===== src/inc/tra_pkg.sv =====
// Summary of operation
// - field bits 3:2 = 00 means compare; code 00 disables pin, else starts low.
// - field bits 3:2 = 01 means compare; code 00 disables pin, else starts high.
// - compare code 01 drives the pin low on every counter match.
// - compare code 10 drives the pin high on every counter match.
// - compare code 11 inverts the pin level on every counter match.
// - capture code 00 stores the counter into register A on rising input edge.
// - capture code 01 stores the counter into register A on falling input edge.
// - capture with bit 1 set captures on both edges; bit 0 ignored.
// - channel 2 capture always uses its own pin; bit 2 ignored.
// - channel 3 capture with bit 2 clear uses its own pin.
// - channel 3 with bits 3:2 = 11 uses channel 4 count clock; bits 1:0 ignored.
// - in that mode capture happens on every channel 4 count up or down.
package tra_pkg;
    localparam int CNT_W = 16;
    // register offsets (word index equals byte address here)
    localparam logic [3:0] OFS_CH2_CTL = 4'h0;
    localparam logic [3:0] OFS_CH3_CTL = 4'h1;
    localparam logic [3:0] OFS_CH2_REGA = 4'h2;
    localparam logic [3:0] OFS_CH3_REGA = 4'h3;
    localparam logic [3:0] OFS_IRQ_STAT = 4'h4;
    localparam logic [3:0] OFS_IRQ_MASK = 4'h5;
    localparam logic [3:0] OFS_PIN_STAT = 4'h6;
    // field positions of the 4-bit control field
    localparam int SEL3 = 3;
    localparam int SEL2 = 2;
    // reset values
    localparam logic [3:0] CTL_RST = 4'h0;
    localparam logic [CNT_W-1:0] REGA_RST = 16'h0000;
    localparam logic [3:0] IRQ_RST = 4'h0;
    // interrupt status bits
    localparam int IRQ_CH2_MATCH = 0;
    localparam int IRQ_CH2_CAPT = 1;
    localparam int IRQ_CH3_MATCH = 2;
    localparam int IRQ_CH3_CAPT = 3;

    typedef struct packed {
        logic we;
        logic re;
        logic [3:0] addr;
        logic [31:0] wdata;
    } tra_bus_t;

    // per channel stimulus: counter, compare match, pin input, ch4 ticks
    typedef struct packed {
        logic [CNT_W-1:0] count;
        logic match;
        logic pin_in;
        logic alt_tick;
    } tra_chin_t;

    typedef struct packed {
        logic pin_out;
        logic pin_oe;
        logic capt;
        logic matched;
    } tra_chout_t;
endpackage


===== src/rtl/tra_chan.sv =====
`timescale 1ns/100ps
`default_nettype none
module tra_chan #(
    parameter bit HAS_ALT = 1'b0
) (
    input wire logic clk,
    input wire logic rst_n,
    input wire logic [3:0] ctl,
    input wire logic ctl_wr,
    input wire logic [3:0] ctl_wdata,
    input wire tra_pkg::tra_chin_t chin,
    output tra_pkg::tra_chout_t chout
);
    import tra_pkg::*;

    typedef struct packed {
        logic s1;
        logic s2;
        logic prev;
        logic lvl;
        logic prim;
    } tra_chst_t;

    tra_chst_t st_r, st_nxt;
    logic is_cmp, alt_src, rise, fall, hit;

    ////////////////////////////////////////////////////////////////////////
    // mode decode and edge detection on the synchronised pin
    always_comb begin
        is_cmp = !ctl[SEL3];
        alt_src = HAS_ALT && ctl[SEL3] && ctl[SEL2];
        rise = st_r.prim && st_r.s2 && !st_r.prev;
        fall = st_r.prim && !st_r.s2 && st_r.prev;
        if (alt_src) begin
            hit = chin.alt_tick;
        end else if (ctl[1]) begin
            hit = rise || fall;
        end else if (ctl[0]) begin
            hit = fall;
        end else begin
            hit = rise;
        end
    end

    // prim blocks a false edge right after the synchroniser fills
    always_comb begin
        st_nxt = st_r;
        st_nxt.s1 = chin.pin_in;
        st_nxt.s2 = st_r.s1;
        st_nxt.prev = st_r.s2;
        st_nxt.prim = 1'b1;
        // ctl still holds the old field here, so take the written value
        if (ctl_wr && !ctl_wdata[SEL3]) begin
            st_nxt.lvl = ctl_wdata[SEL2];
        end else if (is_cmp && chin.match) begin
            unique case (ctl[1:0])
                2'b01: st_nxt.lvl = 1'b0;
                2'b10: st_nxt.lvl = 1'b1;
                2'b11: st_nxt.lvl = !st_r.lvl;
                2'b00: st_nxt.lvl = st_r.lvl;
            endcase
        end
        // synchroniser keeps sampling in reset: a pin idling high must
        // not look like a rising edge once reset is released
        if (!rst_n) begin
            st_nxt.lvl = 1'b0;
            st_nxt.prim = 1'b0;
        end
    end

    always_ff @(posedge clk) begin
        st_r <= st_nxt;
    end

    always_comb begin
        chout.pin_out = st_r.lvl && is_cmp;
        chout.pin_oe = is_cmp && (ctl[1:0] != 2'b00);
        chout.capt = !is_cmp && hit;
        chout.matched = is_cmp && chin.match;
    end

    chk_disabled_quiet: assert property (@(posedge clk) disable iff (!rst_n)
        (is_cmp && ctl[1:0] == 2'b00 && chin.match && !ctl_wr)
        |=> (!chout.pin_oe && chout.pin_out == $past(chout.pin_out)))
        else $error("disabled pin reacted to a match");
    chk_set_low: assert property (@(posedge clk) disable iff (!rst_n)
        (is_cmp && ctl[1:0] == 2'b01 && chin.match && !ctl_wr)
        ##1 (ctl == $past(ctl)) |-> !chout.pin_out)
        else $error("pin not low after match");
    chk_set_high: assert property (@(posedge clk) disable iff (!rst_n)
        (is_cmp && ctl[1:0] == 2'b10 && chin.match && !ctl_wr)
        ##1 (ctl == $past(ctl)) |-> chout.pin_out)
        else $error("pin not high after match");
    chk_toggle_lvl: assert property (@(posedge clk) disable iff (!rst_n)
        (is_cmp && ctl[1:0] == 2'b11 && chin.match && !ctl_wr)
        ##1 (ctl == $past(ctl)) |-> chout.pin_out != $past(chout.pin_out))
        else $error("pin did not toggle");
    chk_rise_capt: assert property (@(posedge clk) disable iff (!rst_n)
        (ctl[SEL3] && !alt_src && ctl[1:0] == 2'b00 && st_r.prim
         && st_r.s2 && !st_r.prev) |-> chout.capt)
        else $error("rising edge missed");
    chk_fall_capt: assert property (@(posedge clk) disable iff (!rst_n)
        (ctl[SEL3] && !alt_src && ctl[1:0] == 2'b01 && st_r.prim
         && !st_r.s2 && st_r.prev) |-> chout.capt)
        else $error("falling edge missed");
endmodule
`default_nettype wire


===== src/rtl/tra_top.sv =====
`timescale 1ns/100ps
`default_nettype none
module tra_top (
    input wire logic clk,
    input wire logic rst_n,
    input wire tra_pkg::tra_bus_t bus,
    output logic [31:0] rdata,
    input wire tra_pkg::tra_chin_t ch2_in,
    input wire tra_pkg::tra_chin_t ch3_in,
    output logic chan2_pin_a_out,
    output logic chan2_pin_a_oe,
    output logic chan3_pin_a_out,
    output logic chan3_pin_a_oe,
    output logic irq
);
    import tra_pkg::*;

    typedef struct packed {
        logic [3:0] chan2_io_ctl;
        logic [3:0] chan3_io_ctl_high;
        logic [CNT_W-1:0] chan2_general_reg_a;
        logic [CNT_W-1:0] chan3_general_reg_a;
        logic [3:0] stat;
        logic [3:0] mask;
        logic [31:0] rdata;
    } tra_st_t;

    tra_st_t st_r, st_nxt;
    tra_chout_t c2, c3;
    logic [3:0] ev;

    ////////////////////////////////////////////////////////////////////////
    // channel 2 ignores bit 2 in capture, so no alternate source
    tra_chan #(.HAS_ALT(1'b0)) u_ch2 (
        .clk(clk),
        .rst_n(rst_n),
        .ctl(st_r.chan2_io_ctl),
        .ctl_wr(bus.we && bus.addr == OFS_CH2_CTL),
        .ctl_wdata(bus.wdata[3:0]),
        .chin(ch2_in),
        .chout(c2)
    );

    // channel 3 may capture on channel 4 counter ticks
    tra_chan #(.HAS_ALT(1'b1)) u_ch3 (
        .clk(clk),
        .rst_n(rst_n),
        .ctl(st_r.chan3_io_ctl_high),
        .ctl_wr(bus.we && bus.addr == OFS_CH3_CTL),
        .ctl_wdata(bus.wdata[3:0]),
        .chin(ch3_in),
        .chout(c3)
    );

    ////////////////////////////////////////////////////////////////////////
    // register file; capture wins over a software write to register A
    always_comb begin
        st_nxt = st_r;
        ev = '0;
        ev[IRQ_CH2_MATCH] = c2.matched;
        ev[IRQ_CH2_CAPT] = c2.capt;
        ev[IRQ_CH3_MATCH] = c3.matched;
        ev[IRQ_CH3_CAPT] = c3.capt;
        st_nxt.rdata = 32'h0000_0000;
        if (bus.we) begin
            unique case (bus.addr)
                OFS_CH2_CTL: st_nxt.chan2_io_ctl = bus.wdata[3:0];
                OFS_CH3_CTL: st_nxt.chan3_io_ctl_high = bus.wdata[3:0];
                OFS_CH2_REGA: st_nxt.chan2_general_reg_a = bus.wdata[15:0];
                OFS_CH3_REGA: st_nxt.chan3_general_reg_a = bus.wdata[15:0];
                OFS_IRQ_STAT: st_nxt.stat = st_r.stat & ~bus.wdata[3:0];
                OFS_IRQ_MASK: st_nxt.mask = bus.wdata[3:0];
                default: ;
            endcase
        end
        if (c2.capt) begin
            st_nxt.chan2_general_reg_a = ch2_in.count;
        end
        if (c3.capt) begin
            st_nxt.chan3_general_reg_a = ch3_in.count;
        end
        // set wins over a clear in the same cycle
        st_nxt.stat = st_nxt.stat | ev;
        if (bus.re) begin
            unique case (bus.addr)
                OFS_CH2_CTL: st_nxt.rdata = {28'h000_0000, st_r.chan2_io_ctl};
                OFS_CH3_CTL: st_nxt.rdata = {28'h000_0000,
                                             st_r.chan3_io_ctl_high};
                OFS_CH2_REGA: st_nxt.rdata = {16'h0000,
                                              st_r.chan2_general_reg_a};
                OFS_CH3_REGA: st_nxt.rdata = {16'h0000,
                                              st_r.chan3_general_reg_a};
                OFS_IRQ_STAT: st_nxt.rdata = {28'h000_0000, st_r.stat};
                OFS_IRQ_MASK: st_nxt.rdata = {28'h000_0000, st_r.mask};
                OFS_PIN_STAT: st_nxt.rdata = {28'h000_0000,
                    c3.pin_oe, c3.pin_out, c2.pin_oe, c2.pin_out};
                default: st_nxt.rdata = 32'h0000_0000;
            endcase
        end
        if (!rst_n) begin
            st_nxt.chan2_io_ctl = CTL_RST;
            st_nxt.chan3_io_ctl_high = CTL_RST;
            st_nxt.chan2_general_reg_a = REGA_RST;
            st_nxt.chan3_general_reg_a = REGA_RST;
            st_nxt.stat = IRQ_RST;
            st_nxt.mask = IRQ_RST;
            st_nxt.rdata = 32'h0000_0000;
        end
    end

    always_ff @(posedge clk) begin
        st_r <= st_nxt;
    end

    ////////////////////////////////////////////////////////////////////////
    // outputs; oe low releases the pin to other functions
    always_comb begin
        rdata = st_r.rdata;
        chan2_pin_a_out = c2.pin_out;
        chan2_pin_a_oe = c2.pin_oe;
        chan3_pin_a_out = c3.pin_out;
        chan3_pin_a_oe = c3.pin_oe;
        irq = |(st_r.stat & st_r.mask);
    end

    chk_alt_capture: assert property (@(posedge clk) disable iff (!rst_n)
        (st_r.chan3_io_ctl_high[3:2] == 2'b11 && ch3_in.alt_tick && rst_n)
        |=> st_r.chan3_general_reg_a == $past(ch3_in.count))
        else $error("channel 3 alt capture missed");
    chk_ch2_no_alt: assert property (@(posedge clk) disable iff (!rst_n)
        (st_r.chan2_io_ctl[3] && ch2_in.alt_tick && !c2.capt)
        |=> st_r.chan2_general_reg_a == $past(st_r.chan2_general_reg_a)
            || $past(bus.we))
        else $error("channel 2 used alternate source");
    chk_init_low: assert property (@(posedge clk) disable iff (!rst_n)
        (bus.we && bus.addr == OFS_CH2_CTL && bus.wdata[3:2] == 2'b00
         && bus.wdata[1:0] != 2'b00) |=> (chan2_pin_a_oe && !chan2_pin_a_out))
        else $error("initial level not low");
    chk_init_high: assert property (@(posedge clk) disable iff (!rst_n)
        (bus.we && bus.addr == OFS_CH2_CTL && bus.wdata[3:2] == 2'b01
         && bus.wdata[1:0] != 2'b00) |=> (chan2_pin_a_oe && chan2_pin_a_out))
        else $error("initial level not high");
    chk_ch3_pin_src: assert property (@(posedge clk) disable iff (!rst_n)
        (st_r.chan3_io_ctl_high[3:2] == 2'b10 && c3.capt)
        |=> st_r.chan3_general_reg_a == $past(ch3_in.count))
        else $error("channel 3 pin capture lost");
    chk_event_sets: assert property (@(posedge clk) disable iff (!rst_n)
        (ev != 4'h0) |=> ((st_r.stat & $past(ev)) == $past(ev)))
        else $error("status bit not set by event");

    cov_ch2_toggle: cover property (@(posedge clk) disable iff (!rst_n)
        st_r.chan2_io_ctl == 4'h3 && ch2_in.match);
    cov_ch2_both: cover property (@(posedge clk) disable iff (!rst_n)
        st_r.chan2_io_ctl[3] && st_r.chan2_io_ctl[1] && c2.capt);
    cov_ch3_alt: cover property (@(posedge clk) disable iff (!rst_n)
        st_r.chan3_io_ctl_high[3:2] == 2'b11 && c3.capt);
    cov_irq: cover property (@(posedge clk) disable iff (!rst_n) irq);
endmodule
`default_nettype wire

===== config.mk =====
export PLATFORM = sky130hd
export DESIGN_NAME = tra_top
export DESIGN_NICKNAME = d
export VERILOG_FILES = /design/src/inc/tra_pkg.sv /design/src/rtl/tra_chan.sv /design/src/rtl/tra_top.sv
export SDC_FILE = /design/constraint.sdc
export NUM_CORES = 1
export LEC_CHECK = 0
export BUFFER_PORTS_ARGS = -buffer_cell sky130_fd_sc_hd__clkbuf_2
export CAP_MARGIN = 10
export CORE_MARGIN = 8
export CORE_UTILIZATION = 51
export DETAILED_ROUTE_END_ITERATION = 10
export PLACE_DENSITY = 0.78
export SYNTH_ARGS = -nofsm -noshare
export SYNTH_HDL_FRONTEND = slang
export SYNTH_SLANG_ARGS = --single-unit

===== constraint.sdc =====
create_clock -name clk -period 2.65 [get_ports clk]
set_input_delay 0.53 -clock clk [delete_from_list [all_inputs] [get_ports clk]]
set_output_delay 0.53 -clock clk [all_outputs]
set_load 0.005 [all_outputs]

**After elaboration in Yosys (flattened, before gate mapping)**

Cells that the tools add are included.

- Input port bits: 78
- Output and inout port bits: 37
- Register bits after elaboration: 90
- Logic and storage cells: 108

- Equal/unequal tests: 14
- Reductions and logical operators: 52
- Multiplexer cells: 21
- Bitwise gates (word level): 4

Operators with widths:

| cell | count |
|---|---|
| $pmux 16 s7 | 1 |
| $mux 16 | 4 |
| $mux 40 | 1 |
| $logic_and 1x1->1 | 21 |
| $reduce_and 2->1 | 8 |
| $reduce_bool 2->1 | 8 |
| $eq 4x3->1 const B | 3 |
| $mux 1 | 11 |
| $logic_not 1->1 | 9 |
| $and 4x4->4 | 2 |
| $eq 2x2->1 const B | 4 |
| $eq 4x2->1 const B | 2 |
| $mux 4 | 2 |
| $pmux 1 s3 | 2 |
| $eq 2x1->1 const B | 2 |
| $eq 4x1->1 const B | 1 |
| $logic_not 2->1 | 2 |
| $logic_not 4->1 | 1 |
| $ne 2x1->1 const B | 2 |
| $not 4->4 | 1 |
| $or 4x4->4 | 1 |
| $reduce_or 4->1 | 1 |
| $logic_or 1x1->1 | 2 |

**Logic depth before layout (Yosys ltp)**

- Word-level depth: 9
- Depth in mapped cells: 7
- Gate-level depth less buffers: 4

**Modules after synthesis**

From an unflattened synthesis, not the netlist that was laid out.

- Cell total of the unflattened synthesis: 458
- Area, all modules: 3836.2 um^2

By module, submodules not included:

| module | times used | area each (um^2) | cells each | seq. area each (um^2) |
|---|---|---|---|---|
| tra_top | 1 | 3448.3 | 416 | 1281.2 |
| tra_chan (u_ch3) | 1 | 202.7 | 22 | 100.1 |
| tra_chan (u_ch2) | 1 | 185.2 | 20 | 100.1 |

**Worst setup path after synthesis**

No wires, ideal clock.

- Kind: in2reg
- From: input port bus[32] (netlist bit)
- To: register st_r[45] (netlist bit)
- Setup slack: 0.629 ns
- Path buffers: 2
- Stages: 6
- Data arrival time: 1.902 ns
- Data required time: 2.531 ns
- Setup time: 0.119 ns
- Cell sequence: buf_6 > nand2_4 > nor4b_4 > buf_6 > mux2_1 > o221a_2

- Longest elaborated chain between the ends: 3

RTL lines:

| what | line | RTL |
|---|---|---|
| start, declared | tra_top.sv:6 | `input wire tra_pkg::tra_bus_t bus,` |
| $eq 4x2->1 | tra_top.sv:66 | `unique case (bus.addr)` |
| $reduce_bool 2->1 (no line) | -- |  |
| $reduce_and 2->1 (no line) | -- |  |
| end signal, assigned | tra_top.sv:112 | `st_r <= st_nxt;` |
| end, declared | tra_top.sv:28 | `tra_st_t st_r, st_nxt;` |

No other way between the ends.
A chain may end at the register's enable or synchronous reset.

**Final worst setup path**

- From: register st_r[76] (netlist bit)
- To: register st_r[64] (netlist bit)

- Longest elaborated chain between the ends: 5
- Elaborated cells on any way between the ends: 7
- Classes of those cells: mux (3); reduce/logical (4)

RTL lines:

| what | line | RTL |
|---|---|---|
| $mux 1 * | tra_chan.sv:38 | `end else if (ctl[0]) begin` |
| $mux 1 * | tra_chan.sv:36 | `end else if (ctl[1]) begin` |
| $logic_and 1x1->1 * | tra_chan.sv:78 | `chout.capt = !is_cmp && hit;` |
| $reduce_bool 2->1 (no line) | -- |  |
| $reduce_and 2->1 (no line) | -- |  |

Every way passes the cells marked *; elsewhere a longest branch is shown, timed or not.

==> impl_metrics.tcl <==
set metrics [dict create \
    drt-initial-drc-count 292 \
    synth_edf_count 0 \
    fill_cells 659 \
    dominantRegCellSynth "dfxtp_1" \
    cellPowerDensity_nw_per_um2 528 \
    crit_type "reg2reg" \
    grt_max_degree 30 \
    vias_per_cell 5.52 \
    cts.clk_slew.worst_paths_ns 0.07 \
    async_reset_ff_share_pct 0 \
    hold_path.startpoint "ch3_in[1]" \
    grt_usage_pct 18.2 \
    cp_max_fo 18 \
    cap_violations 0 \
    initial_utilization_pct 51.6 \
    synth_most_common_cell "dfxtp_1" \
    end_kind "register" \
    required_ns 2.84 \
    tns_ns 0 \
    clk_latency_ns 0.34 \
    grt_antenna_before_repair 0 \
    post_cts_buffers 0 \
    setup.worst_path.start "st_r[76]$_SDFFE_PN0N_" \
    cts_inserted_buffers 9 \
    htreeDepth 3 \
    fmax_mhz 540 \
    crit_end "st_r[64]$_SDFFE_PN0P_" \
    synth_cells 391 \
    ys_warn_count 0 \
    dr.pass1.iters 5 \
    tightestPinTransition_ns 0.719 \
    grt_pass1_wl_um 14500 \
    dp_hpwl_um 6830 \
    routed_wl_um 9220 \
    slew_headroom_pct 52.1 \
    fin_nets 524 \
    hp-class "in2reg" \
    ys_types 49 \
    wl_per_cell_um 16.8 \
    critPathSlowestCell "or2_1" \
    clock-sinks 73 \
    r2r_slack_ns 0.80 \
    multi_input_comb_area_um2 1870 \
    syn_area_um2 3660 \
    ys_seq_area_share_pct 39.9 \
    gr-total-overflow 0 \
    hold_buffers 0 \
    final.period_utilization_pct 69.9 \
    portBuffers 81 \
    yosys-top-cells-area "dfxtp_1, buf_4, o221a_2" \
    antenna_left 0 \
    fin_area_um2 4130 \
    setup_violations 0 \
    peakVddDrop_mv 0.343 \
    place.gp.congestion 0.914 \
    status "completed" \
    cts_tree "yes" \
    area_growth_pct 12.7 \
    io_pins 115 \
    synth_common_cells "dfxtp_1, nand2_1, buf_4" \
    arrival_ns 2.04 \
    max_stage_delay_ns 0.49 \
    cts_buffer_depth 2 \
    drive_gt1_share_pct 30.4 \
    post_dp_cell_area_um2 3940 \
    hold_viol 0 \
    slew_violations 0 \
    r2r_start "st_r[76]$_SDFFE_PN0N_" \
    yosys.area.top_type "dfxtp_1" \
    cts_resized 0 \
    drc 0 \
    reg2reg_depth 5 \
    seq_area_um2 1460 \
    num_rows 31 \
    grt_pass1_vias 2955 \
    period_minus_slack_ns 1.85 \
    skew_ns 0.00933 \
    die_area_um2 10100 \
    coreArea_um2 7100 \
    ys_ff_latch 73 \
    synth_area_per_cell_um2 9.36 \
    crit_path_start_kind "register" \
    final_cell_count_no_fill 550 \
    dp.cells 534 \
    rsz0062_at_grt "no" \
    crit_chain "nor2_1, a2bb2oi_2, buf_4, or2_1, a31oi_1" \
    synth_top_area_share_pct 39.9 \
    vias 3038 \
    n_antenna_cell 0 \
    rr_endpoint "st_r[64]$_SDFFE_PN0P_" \
    hold-path-cell-count 1 \
    chipHeight_um 101 \
    die_width_um 101 \
    root_buffer "clkbuf_8" \
    leakage_nw 1.67 \
]
## metrics by stage
step                      power, mW  setup WS [ns]  hold WS [ns]  utilization, %
after global routing           2.25          0.656         0.266            58.2
after floorplan                1.28          0.629         0.310               -
after global placement         1.34          0.498         0.312            55.5
after detailed placement       1.35          0.468         0.312            55.5
final                          2.18          0.797         0.286            58.2
after CTS                      2.18          0.829         0.277            58.2
## logic make-up after synthesis
logic type                Yosys count  share of synthesized area (%)
muxes                              36                           10.5
buffers and inverters              64                           10.6
DFF                                73                           39.9
xor gates and xnor gates            2                          0.479
other                               1                          0.102
AOI/OAI and AO/OA                  92                           19.8
and+or+nand+nor                   123                           18.6
## state kept, by name, summed over array words and instances (netlist names)
| signal | flops |
|---|---|
| u_ch2.st_r | 3 |
| u_ch2.st_nxt | 2 |
| rdata | 16 |
| u_ch3.st_nxt | 2 |
| u_ch3.st_r | 2 |
| st_r | 48 |
## power by group
part           internal [mW]  switching (mW)
combinational         0.0862           0.111
clock                  0.463           0.391
sequential              1.12          0.0130
total                   1.66           0.514
## worst max-delay path: cells and delay by family, from the launching register on
kind                   cells  cell delay [ns]
AND/OR/NAND/NOR            2             0.75
AO/OA/AOI/OAI              2             0.34
buffers and inverters      1             0.25
flip-flops                 1             0.36
## worst min path at each step
stage / endpoint
after floorplan: u_ch2.st_nxt[2]$_DFF_P_
after global placement: u_ch2.st_nxt[2]$_DFF_P_
after detailed placement: u_ch2.st_nxt[2]$_DFF_P_
after CTS: u_ch2.st_nxt[3]$_DFF_P_
after global routing: u_ch3.st_nxt[3]$_DFF_P_
final: u_ch3.st_nxt[3]$_DFF_P_
## metal layers
metal / GRT usage, % / share of wire, %
met1: 23.0 / 42
met2: 27.6 / 45
met3: 6.70 / 10
met4: 6.63 / 2.0
met5: 0 / 0
## placed cells by master, fill, tap and decap left out, drive strengths merged, types with 5 or more instances in the layout
master,Yosys,final
a21boi,5,5
a21oi,5,5
a22oi,15,15
a31oi,21,21
buf,41,9
clkbuf,20,95
conb,1,16
dfxtp,73,73
mux2,19,19
mux2i,17,17
nand2,38,38
nand2b,19,19
nor2,20,20
nor2b,19,19
o221a,16,16
o31ai,16,16
## cell type report
type	count	area share, %
timing repair buffer	90	11.5
inverter	3	0.273
clock buffer	14	3.70
clock inverter	2	0.909
sequential	73	35.4
multi-input combinational	269	45.3
tap	99	3.00
(Power assumes the default switching activity.)
